<file path="src/rtl/pfr_cfg.svh">
// Purpose: constants for the power-fail reset and slow clock sequencer
// Assumes: 20 MHz crystal clock, asynchronous active-low reset, supply level from the comparator
// Notes: the rate codes, reset vector and settling and divider counts live here as macros
`ifndef PFR_CFG_SVH
`define PFR_CFG_SVH
`define PFR_STAB_CYCLES 17'h10000
`define PFR_CNT_W 17
`define PFR_RESET_VECTOR 16'h0000
`define PFR_RATE_RSVD 2'h0
`define PFR_RATE_DIV4 2'h1
`define PFR_RATE_DIV64 2'h2
`define PFR_RATE_DIV1024 2'h3
`define PFR_DIV4_LAST 10'h003
`define PFR_DIV64_LAST 10'h03F
`define PFR_DIV1024_LAST 10'h3FF
`endif

</file>
<file path="src/rtl/pfr_pkg.sv">
// Purpose: types for the power-fail reset and slow clock sequencer
// Assumes: constants come from pfr_cfg.svh
// Notes: reset sequencer states are Gray coded along the power-up path
package pfr_pkg;
	typedef enum logic [1:0] {
		PFR_ST_HOLD = 2'h0,
		PFR_ST_STAB = 2'h1,
		PFR_ST_RUN = 2'h3
	} pfr_state_t;

	typedef struct packed {
		pfr_state_t state;
		logic [16:0] stab_cnt;
		logic sync1;
		logic sync2;
		logic rst_out_n;
		logic core_rst;
		logic osc_en;
		logic ram_wp;
		logic ram_on_backup;
		logic por_flag;
		logic [1:0] rate;
		logic [1:0] rate_pend;
		logic pend_valid;
		logic [9:0] div_cnt;
		logic cpu_tick;
		logic periph_tick;
		logic [9:0] idle_cnt;
		logic [15:0] start_addr;
	} pfr_state_s_t;
endpackage

</file>
<file path="src/rtl/pfr_top.sv">
// Purpose: power-fail reset sequencing and machine-cycle rate divider
// Assumes: supply_low is a level from the comparator; firmware strobes are single cycles
// Notes: every output comes straight from a flip-flop of the state struct
`timescale 1ns/1ps
`include "pfr_cfg.svh"
module pfr_top (
	// Clock and reset
	input wire logic clk,
	input wire logic resetn,
	// Supply monitor and stop mode
	input wire logic supply_low,
	input wire logic stop_bandgap_off,
	// Firmware controls
	input wire logic rate_wr,
	input wire logic [1:0] rate_wdata,
	input wire logic auto_speed_restore_en,
	input wire logic por_flag_clr,
	input wire logic idle_mode,
	// Wake sources and serial activity
	input wire logic ext_irq_takeable,
	input wire logic serial_start_bit,
	input wire logic serial_rx_enable,
	input wire logic serial0_rx_activity,
	input wire logic serial0_tx_activity,
	// Reset and RAM protection outputs
	output logic reset_threshold_out_n,
	output logic core_reset,
	output logic osc_enable,
	output logic ram_write_protect,
	output logic ram_backup_power,
	output logic [15:0] core_start_addr,
	// Status and clocking outputs
	output logic por_flag,
	output logic [1:0] cycle_rate,
	output logic cpu_cycle_tick,
	output logic periph_cycle_tick
);
	pfr_pkg::pfr_state_s_t cur_ff;
	pfr_pkg::pfr_state_s_t nxt_ff;
	logic [9:0] div_last;
	logic restore_evt;
	logic rate_ok;

	// Divider terminal count for the active rate
	always_comb begin
		case (cur_ff.rate)
			`PFR_RATE_DIV64: div_last = `PFR_DIV64_LAST;
			`PFR_RATE_DIV1024: div_last = `PFR_DIV1024_LAST;
			default: div_last = `PFR_DIV4_LAST;
		endcase
	end

	// Hardware wake events may only speed the clock up, never slow it down
	assign restore_evt = auto_speed_restore_en &
		(ext_irq_takeable | (serial_start_bit & serial_rx_enable));
	// Slow codes only from /4, reserved code refused, blocked by serial activity
	assign rate_ok = rate_wr & ~serial0_rx_activity & ~serial0_tx_activity &
		(rate_wdata != `PFR_RATE_RSVD) &
		((rate_wdata == `PFR_RATE_DIV4) | (cur_ff.rate == `PFR_RATE_DIV4));

	// Next-state logic for the whole block
	always_comb begin
		nxt_ff = cur_ff;
		nxt_ff.sync1 = supply_low;
		nxt_ff.sync2 = cur_ff.sync1;
		case (cur_ff.state)
			pfr_pkg::PFR_ST_HOLD: begin
				nxt_ff.stab_cnt = '0;
				if (!cur_ff.sync2) begin
					nxt_ff.state = pfr_pkg::PFR_ST_STAB;
					nxt_ff.osc_en = 1'b1;
				end
			end
			pfr_pkg::PFR_ST_STAB: begin
				if (cur_ff.sync2) begin
					nxt_ff.state = pfr_pkg::PFR_ST_HOLD;
					nxt_ff.stab_cnt = '0;
				end else if (cur_ff.stab_cnt == `PFR_STAB_CYCLES - 17'h00001) begin
					nxt_ff.state = pfr_pkg::PFR_ST_RUN;
					nxt_ff.rst_out_n = 1'b1;
					nxt_ff.core_rst = 1'b0;
					nxt_ff.ram_wp = 1'b0;
					nxt_ff.start_addr = `PFR_RESET_VECTOR;
				end else begin
					nxt_ff.stab_cnt = cur_ff.stab_cnt + 17'h00001;
				end
			end
			pfr_pkg::PFR_ST_RUN: begin
				if (cur_ff.sync2) begin
					nxt_ff.state = pfr_pkg::PFR_ST_HOLD;
				end
			end
			default: nxt_ff.state = pfr_pkg::PFR_ST_HOLD;
		endcase
		// Any low-supply sample forces reset, pin low and RAM protection at once
		if (cur_ff.sync2) begin
			nxt_ff.core_rst = 1'b1;
			nxt_ff.rst_out_n = 1'b0;
			nxt_ff.ram_wp = 1'b1;
			nxt_ff.ram_on_backup = 1'b1;
		end else if (cur_ff.state == pfr_pkg::PFR_ST_RUN) begin
			nxt_ff.ram_wp = stop_bandgap_off;
			nxt_ff.ram_on_backup = stop_bandgap_off;
		end
		// Power-on flag: clear only by firmware, only the asynchronous reset sets it again
		if (por_flag_clr) begin
			nxt_ff.por_flag = 1'b0;
		end
		// A written rate applies at the next cycle boundary; reset and restore force /4 on the next edge and beat a write
		if (cur_ff.core_rst) begin
			nxt_ff.rate = `PFR_RATE_DIV4;
			nxt_ff.pend_valid = 1'b0;
		end else if (restore_evt) begin
			nxt_ff.rate = `PFR_RATE_DIV4;
			nxt_ff.pend_valid = 1'b0;
		end else if (rate_ok) begin
			nxt_ff.rate_pend = rate_wdata;
			nxt_ff.pend_valid = 1'b1;
		end
		// Machine-cycle divider
		nxt_ff.cpu_tick = 1'b0;
		if (cur_ff.core_rst || cur_ff.div_cnt >= div_last) begin
			nxt_ff.div_cnt = '0;
			nxt_ff.cpu_tick = ~cur_ff.core_rst & ~idle_mode;
			// A legal write landing on the boundary is the newest choice, so it is not lost behind the pending one
			if (cur_ff.pend_valid && !restore_evt && !cur_ff.core_rst) begin
				nxt_ff.rate = rate_ok ? rate_wdata : cur_ff.rate_pend;
				nxt_ff.pend_valid = 1'b0;
			end
		end else begin
			nxt_ff.div_cnt = cur_ff.div_cnt + 10'h001;
		end
		// Peripheral tick follows the CPU rate, but stays at /4 in idle
		nxt_ff.periph_tick = 1'b0;
		if (idle_mode) begin
			if (cur_ff.idle_cnt >= `PFR_DIV4_LAST) begin
				nxt_ff.idle_cnt = '0;
				nxt_ff.periph_tick = ~cur_ff.core_rst;
			end else begin
				nxt_ff.idle_cnt = cur_ff.idle_cnt + 10'h001;
			end
		end else begin
			nxt_ff.idle_cnt = '0;
			nxt_ff.periph_tick = nxt_ff.cpu_tick | (~cur_ff.core_rst & (cur_ff.div_cnt >= div_last) & idle_mode);
		end
	end

	// State register; reset is a power-on event so the flag is set
	always_ff @(posedge clk or negedge resetn) begin
		if (!resetn) begin
			cur_ff <= '0;
			cur_ff.state <= pfr_pkg::PFR_ST_HOLD;
			cur_ff.sync1 <= 1'b1;
			cur_ff.sync2 <= 1'b1;
			cur_ff.core_rst <= 1'b1;
			cur_ff.ram_wp <= 1'b1;
			cur_ff.ram_on_backup <= 1'b1;
			cur_ff.por_flag <= 1'b1;
			cur_ff.rate <= `PFR_RATE_DIV4;
			cur_ff.rate_pend <= `PFR_RATE_DIV4;
		end else begin
			cur_ff <= nxt_ff;
		end
	end

	// Outputs straight from flip-flops
	assign reset_threshold_out_n = cur_ff.rst_out_n;
	assign core_reset = cur_ff.core_rst;
	assign osc_enable = cur_ff.osc_en;
	assign ram_write_protect = cur_ff.ram_wp;
	assign ram_backup_power = cur_ff.ram_on_backup;
	assign core_start_addr = cur_ff.start_addr;
	assign por_flag = cur_ff.por_flag;
	assign cycle_rate = cur_ff.rate;
	assign cpu_cycle_tick = cur_ff.cpu_tick;
	assign periph_cycle_tick = cur_ff.periph_tick;

	// Low supply seen by the synchroniser forces reset within one edge
	property p_hold_reset;
		@(posedge clk) disable iff (!resetn) cur_ff.sync2 |=> (core_reset && !reset_threshold_out_n);
	endproperty
	a_hold_reset: assert property (p_hold_reset) else $error("reset not held on low supply");

	// RAM protected while supply low
	property p_ram_wp;
		@(posedge clk) disable iff (!resetn) cur_ff.sync2 |=> ram_write_protect;
	endproperty
	a_ram_wp: assert property (p_ram_wp) else $error("RAM writable on low supply");

	// Release only from the final count value
	property p_release;
		@(posedge clk) disable iff (!resetn) $fell(core_reset) |->
			($past(cur_ff.stab_cnt) == 17'h0FFFF && reset_threshold_out_n && core_start_addr == 16'h0000);
	endproperty
	a_release: assert property (p_release) else $error("early reset release");

	// Supply drop during count returns to hold
	property p_abort;
		@(posedge clk) disable iff (!resetn)
			(cur_ff.state == pfr_pkg::PFR_ST_STAB && cur_ff.sync2) |=> (cur_ff.state == pfr_pkg::PFR_ST_HOLD && core_reset);
	endproperty
	a_abort: assert property (p_abort) else $error("count not abandoned");

	// Rate never changes straight between the two slow codes
	property p_no_slow_to_slow;
		@(posedge clk) disable iff (!resetn)
			(cycle_rate[1] && $past(cycle_rate[1])) |-> (cycle_rate == $past(cycle_rate));
	endproperty
	a_no_slow_to_slow: assert property (p_no_slow_to_slow) else $error("direct slow rate change");

	// Restore event forces the /4 rate on the next edge
	property p_restore;
		@(posedge clk) disable iff (!resetn) restore_evt |=> (cycle_rate == 2'h1);
	endproperty
	a_restore: assert property (p_restore) else $error("speed restore missed");

	// Serial activity blocks any rate write
	property p_serial_block;
		@(posedge clk) disable iff (!resetn)
			(rate_wr && (serial0_rx_activity || serial0_tx_activity) && !cur_ff.pend_valid)
			|=> !cur_ff.pend_valid;
	endproperty
	a_serial_block: assert property (p_serial_block) else $error("rate write not blocked");

	// At /4, ticks come every four clocks
	property p_div4;
		@(posedge clk) disable iff (!resetn)
			(cpu_cycle_tick && cycle_rate == 2'h1 && !idle_mode && !core_reset) |=> !cpu_cycle_tick [*3];
	endproperty
	a_div4: assert property (p_div4) else $error("divide by four spacing wrong");

	// Rate only ever moves to a slow code at a cycle boundary
	property p_entry_boundary;
		@(posedge clk) disable iff (!resetn) (cycle_rate[1] && !$past(cycle_rate[1])) |-> $past(cur_ff.div_cnt) >= 10'h003;
	endproperty
	a_entry_boundary: assert property (p_entry_boundary) else $error("rate changed mid cycle");

	// Oscillator must already run while the settling count is in progress
	property p_osc_in_count;
		@(posedge clk) disable iff (!resetn) (cur_ff.state == pfr_pkg::PFR_ST_STAB) |-> osc_enable;
	endproperty
	a_osc_in_count: assert property (p_osc_in_count) else $error("count without oscillator");

	// Settling count advances by one per clock while the supply stays good
	property p_count_step;
		@(posedge clk) disable iff (!resetn) (cur_ff.state == pfr_pkg::PFR_ST_STAB && !cur_ff.sync2 &&
			cur_ff.stab_cnt != (`PFR_STAB_CYCLES - 17'h00001)) |=> (cur_ff.stab_cnt == $past(cur_ff.stab_cnt) + 17'h00001);
	endproperty
	a_count_step: assert property (p_count_step) else $error("settling count skipped");

	// Until the run state the pin stays low and the core stays in reset
	property p_held_until_run;
		@(posedge clk) disable iff (!resetn) (cur_ff.state != pfr_pkg::PFR_ST_RUN) |-> (core_reset && !reset_threshold_out_n);
	endproperty
	a_held_until_run: assert property (p_held_until_run) else $error("reset released before run");

	// Only a power-on reset may raise the flag again
	property p_por_no_set;
		@(posedge clk) disable iff (!resetn) !por_flag |=> !por_flag;
	endproperty
	a_por_no_set: assert property (p_por_no_set) else $error("power-on flag set without reset");

	// Flag holds until firmware clears it
	property p_por_keep;
		@(posedge clk) disable iff (!resetn) (por_flag && !por_flag_clr) |=> por_flag;
	endproperty
	a_por_keep: assert property (p_por_keep) else $error("power-on flag lost");

	// CPU ticks stop in idle
	property p_idle_cpu_stop;
		@(posedge clk) disable iff (!resetn) idle_mode |=> !cpu_cycle_tick;
	endproperty
	a_idle_cpu_stop: assert property (p_idle_cpu_stop) else $error("cpu tick in idle");

	// Outside idle the peripheral tick is the CPU tick
	property p_periph_follow;
		@(posedge clk) disable iff (!resetn) !idle_mode |=> (periph_cycle_tick == cpu_cycle_tick);
	endproperty
	a_periph_follow: assert property (p_periph_follow) else $error("peripheral tick off cpu rate");

	// Stop with bandgap off protects the RAM and moves it to backup power
	property p_stop_protect;
		@(posedge clk) disable iff (!resetn)
			(cur_ff.state == pfr_pkg::PFR_ST_RUN && stop_bandgap_off) |=> (ram_write_protect && ram_backup_power);
	endproperty
	a_stop_protect: assert property (p_stop_protect) else $error("RAM unprotected in stop");

	// Reserved code never becomes pending
	property p_rsvd_refused;
		@(posedge clk) disable iff (!resetn)
			(rate_wr && rate_wdata == `PFR_RATE_RSVD && !cur_ff.pend_valid) |=> !cur_ff.pend_valid;
	endproperty
	a_rsvd_refused: assert property (p_rsvd_refused) else $error("reserved rate accepted");

	// Without a pending firmware write nothing can slow the clock
	property p_no_hw_slow;
		@(posedge clk) disable iff (!resetn) (!cycle_rate[1] && !cur_ff.pend_valid) |=> !cycle_rate[1];
	endproperty
	a_no_hw_slow: assert property (p_no_hw_slow) else $error("slow rate without write");

	// A machine-cycle tick is a single-clock pulse
	property p_tick_single;
		@(posedge clk) disable iff (!resetn) cpu_cycle_tick |=> !cpu_cycle_tick;
	endproperty
	a_tick_single: assert property (p_tick_single) else $error("tick longer than one clock");

	// Second stage always copies the first, so the level is seen two edges late
	property p_sync_chain;
		@(posedge clk) disable iff (!resetn) 1'b1 |=> (cur_ff.sync2 == $past(cur_ff.sync1));
	endproperty
	a_sync_chain: assert property (p_sync_chain) else $error("supply synchroniser broken");
endmodule

</file>
<file path="config.mk">
export PLATFORM = sky130hd
export DESIGN_NAME = pfr_top
export DESIGN_NICKNAME = d
export VERILOG_FILES = /design/src/rtl/pfr_pkg.sv /design/src/rtl/pfr_top.sv
export VERILOG_INCLUDE_DIRS = /design/src /design/src/rtl
export SDC_FILE = /design/constraint.sdc
export NUM_CORES = 1
export LEC_CHECK = 0
export BUFFER_PORTS_ARGS = -buffer_cell sky130_fd_sc_hd__buf_2
export CAP_MARGIN = 20
export CORE_MARGIN = 10
export CORE_UTILIZATION = 25
export CTS_BUF_LIST = sky130_fd_sc_hd__clkbuf_16
export DETAILED_ROUTE_END_ITERATION = 12
export SYNTH_ARGS = -nofsm -noshare
export SYNTH_HDL_FRONTEND = slang
export SYNTH_SLANG_ARGS = --single-unit
export TNS_END_PERCENT = 10
</file>
<file path="constraint.sdc">
create_clock -name clk -period 2.8 [get_ports clk]
set_clock_uncertainty 0.05 [all_clocks]
set_input_delay 0.42 -clock clk [delete_from_list [all_inputs] [get_ports clk]]
set_output_delay 0.42 -clock clk [all_outputs]
set_load 0.05 [all_outputs]
</file>
==> impl_metrics.toml <==
[sta]
period_minus_slack_ns = 2.62
final_setup_violations = 0
fmax_mhz = 382
grt_setup_unrepaired = "yes"
worst_slew_pin_slew_ns = 0.665
maxSlewViolCount = 0
slew-limit-headroom = 0.557
finalHoldViolations = 0
timing.final.crit_share = 0.936

[cts]
cts_tree = "built"
holdBufCountCts = 0
cts-root-to-sink-buffers = 2
postCtsSetupRepairBufs = 0
gates_resized_cts_repair = 0
clock-sinks = 54
clk_lat_worst_skew_ns = 0.29
ctsHtreeMaxLevel = 2
worst_setup_hold_path_clk_slew_ns = 0.07
clk_root_buffer_cell = "sky130_fd_sc_hd__clkbuf_16"
tritoncts.num_buffers = 5

[worst_setup_path]
crit_path_start_kind = "flop"
critical_path_peak_fanout = 10
crit_arrival_ns = 2.79
worst_path_required_time_ns = 2.96
worst_setup_path_end_kind = "flop"
type_of_the_worst_setup_path = "reg -> reg"

[status]
status = "completed"

[power]
p_seq_frac = 0.535
p_comb_frac = 0.061
power.total_mw = 1.50
vdd_drop_max_v = 0.000247
p_int_mw = 1.14
clock_power_share = 0.405
total_switching_power_uw = 357
power.leakage_nw = 1.26
sw_frac = 0.238
power_density_mw_per_mm2 = 503

[grt]
overflow = 0
antenna_violations_before_repair = 0
first_global_vias = 1811
grt_usage = 0.0650
grt_pass1_wl_um = 8160
grt_max_degree = 55

[floorplan]
placeableCoreArea_mm2 = 0.0102
die_height_um = 122
rows = 37
die_x_um = 122
floorplan.initialDensity = 0.254
design.die.area_mm2 = 0.0149
num_io_pins = 41

[synth]
avgSynthCellArea_um2 = 10.3
synth_enable_flop_cells = 0
synth-seq-area-share = 0.523
synthesis.yosys.warnings = 0
postSynthCellCount = 252
synth_top_area_frac = 0.442
synth_area_leaders = "sky130_fd_sc_hd__dfrtp_1, sky130_fd_sc_hd__dfstp_2, sky130_fd_sc_hd__buf_4"
synthFlopType = "sky130_fd_sc_hd__dfrtp_1"
syn_area_mm2 = 0.00260
async_flop_share = 1.00
yosysTopAreaCell = "sky130_fd_sc_hd__dfrtp_1"
synthDistinctLibCells = 41
flops_latches_synth = 54

[placement]
hpwlAfterDp_um = 3400
placement.io_buffers = 24
gp_congestion = 0.762

[route]
route.detailed.wl_per_inst_um = 11.1
drt_pass1_iterations = 4
drc = 0
routed_via_density = 4.25
routed-via-count = 1786
remaining_antenna_violation_count_after_routing = 0
route.final.wire_length_um = 4650
dr.first_iter.drc_count = 72

[hold_path]
class_of_the_worst_hold_path = "in -> reg"

[layout]
final_net_count = 306
drive_above_1_share = 0.173
utilization = 0.291
insertedDiodeCount = 0
syn2layout_area_growth_pct = 14.2

[job]
maxCapViolations = 0
area by class of cell:
cell class	count	area (um2)
repair buffers	27	143
fillers	1082	7260
multi-input cells	187	1120
well taps	136	170
flip-flops and latches	54	1360
inverters	8	30.0
clock buffers	5	125
clock inverters	3	20.0
power by group through the flow:
stage / Clock [mW] / Combinational (mW) / Sequential [mW]
after floorplan: 0 / 0.0806 / 0.812
after global placement: 0 / 0.0904 / 0.814
after detailed placement: 0 / 0.0914 / 0.815
after CTS: 0.625 / 0.0915 / 0.800
after global routing: 0.657 / 0.100 / 0.801
final: 0.606 / 0.0908 / 0.800
Yosys cell counts (5+ instances only):
master	n
sky130_fd_sc_hd__a21oi_1	14
sky130_fd_sc_hd__buf_4	18
sky130_fd_sc_hd__clkbuf_1	5
sky130_fd_sc_hd__dfrtp_1	46
sky130_fd_sc_hd__dfstp_2	8
sky130_fd_sc_hd__ha_1	8
sky130_fd_sc_hd__inv_1	8
sky130_fd_sc_hd__nand2_1	16
sky130_fd_sc_hd__nand3_1	9
sky130_fd_sc_hd__nand4_1	5
sky130_fd_sc_hd__nor2_1	22
sky130_fd_sc_hd__nor3_1	7
sky130_fd_sc_hd__nor3b_1	5
sky130_fd_sc_hd__o21ai_0	14
sky130_fd_sc_hd__or3_1	8
sky130_fd_sc_hd__xnor2_1	11
path summary, 6_finish.rpt:
kind / startpoint / endpoint / slack [ns] / cells after the start
worst min register to register: cur_ff[50]$_DFF_PN1_ / cur_ff[49]$_DFF_PN1_ / 0.31 / 0
min in group asynchronous: resetn / reset_threshold_out_n$_DFFE_PN0P_ / 0.20 / 2
worst max register to register: cur_ff[57]$_DFFE_PN0P_ / cur_ff[66]$_DFFE_PN0P_ / 0.18 / 8
worst max-delay path: cur_ff[57]$_DFFE_PN0P_ / cur_ff[66]$_DFFE_PN0P_ / 0.18 / 8
worst min-delay path: supply_low / cur_ff[50]$_DFF_PN1_ / 0.17 / 1
max in group asynchronous: resetn / cur_ff[55]$_DFFE_PN0P_ / 2.06 / 2
critical path, cell delays in order, from the launching register on:
cell and delay, ns:
sky130_fd_sc_hd__dfrtp_1 0.42, sky130_fd_sc_hd__and4_1 0.24, sky130_fd_sc_hd__nand4_1 0.20, sky130_fd_sc_hd__nor3b_1 0.10, sky130_fd_sc_hd__ha_1 0.23, sky130_fd_sc_hd__and3b_1 0.21, sky130_fd_sc_hd__or4_4 0.54, sky130_fd_sc_hd__or4_1 0.41
sky130_fd_sc_hd__a21oi_1 0.15
flip-flops by register name (all words and copies together) (netlist names):
register / cells
cpu_cycle_tick: 1
core_reset: 1
periph_cycle_tick: 1
cur_ff: 44
osc_enable: 1
ram_write_protect: 1
por_flag: 1
ram_backup_power: 1
reset_threshold_out_n: 1
cycle_rate: 2
cell families (layout without fill, tap and decap cells):
family / Yosys count / after routing / synth area share
compound gates: 41 / 41 / 0.0932
xor+xnor: 13 / 13 / 0.0437
fa+ha+maj: 8 / 8 / 0.0384
buf+inv: 34 / 43 / 0.0812
flops: 54 / 54 / 0.523
mux: 6 / 6 / 0.0245
other cells: 1 / 24 / 0.00144
simple gates: 95 / 95 / 0.195
per-stage QoR:
step                instance area [um2]  setup slack [ns]  hold WS (ns)  instances  setup TNS, ns
global placement                   2820             0.170         0.296        412              0
finish                             2970             0.179         0.174        420              0
global route                       2970           -0.0280         0.164        420        -0.0280
CTS                                2970            0.0902         0.166        420              0
detailed placement                 2820             0.108         0.301        412              0
floorplan                          2690             0.200        0.0744        275              0
layout by cell type (no fill, tap or decap), types with 3 or more instances in the layout:
cell type,netlist,routed
sky130_fd_sc_hd__nor2b_1,4,4
sky130_fd_sc_hd__mux2_2,3,3
sky130_fd_sc_hd__inv_1,8,8
sky130_fd_sc_hd__clkbuf_16,0,5
sky130_fd_sc_hd__nand4_1,5,5
sky130_fd_sc_hd__nor3b_1,5,5
sky130_fd_sc_hd__a21oi_1,14,14
sky130_fd_sc_hd__ha_1,8,8
sky130_fd_sc_hd__o31ai_1,4,4
sky130_fd_sc_hd__o21ai_0,14,14
sky130_fd_sc_hd__nor3_1,7,7
sky130_fd_sc_hd__buf_4,18,3
sky130_fd_sc_hd__buf_2,1,24
sky130_fd_sc_hd__nand2_1,16,16
sky130_fd_sc_hd__xnor2_1,11,11
sky130_fd_sc_hd__nor2_1,22,22
sky130_fd_sc_hd__dfrtp_1,46,46
sky130_fd_sc_hd__nor4_1,4,4
sky130_fd_sc_hd__or3_1,8,8
sky130_fd_sc_hd__nand3_1,9,9
sky130_fd_sc_hd__dfstp_2,8,8
sky130_fd_sc_hd__conb_1,1,24
sky130_fd_sc_hd__mux2i_1,3,3
metal layers:
metal  track usage  vias to the layer above  share of wire  routed length [um]
met2         0.111                       34           0.48                2230
met5             0                        -              0                   0
li1              -                      902              -                   -
met4        0.0221                        0          0.013                  62
met1        0.0767                      843           0.45                2070
met3        0.0190                        7          0.060                 280
No activity file was read; power rests on OpenSTA's default activity.
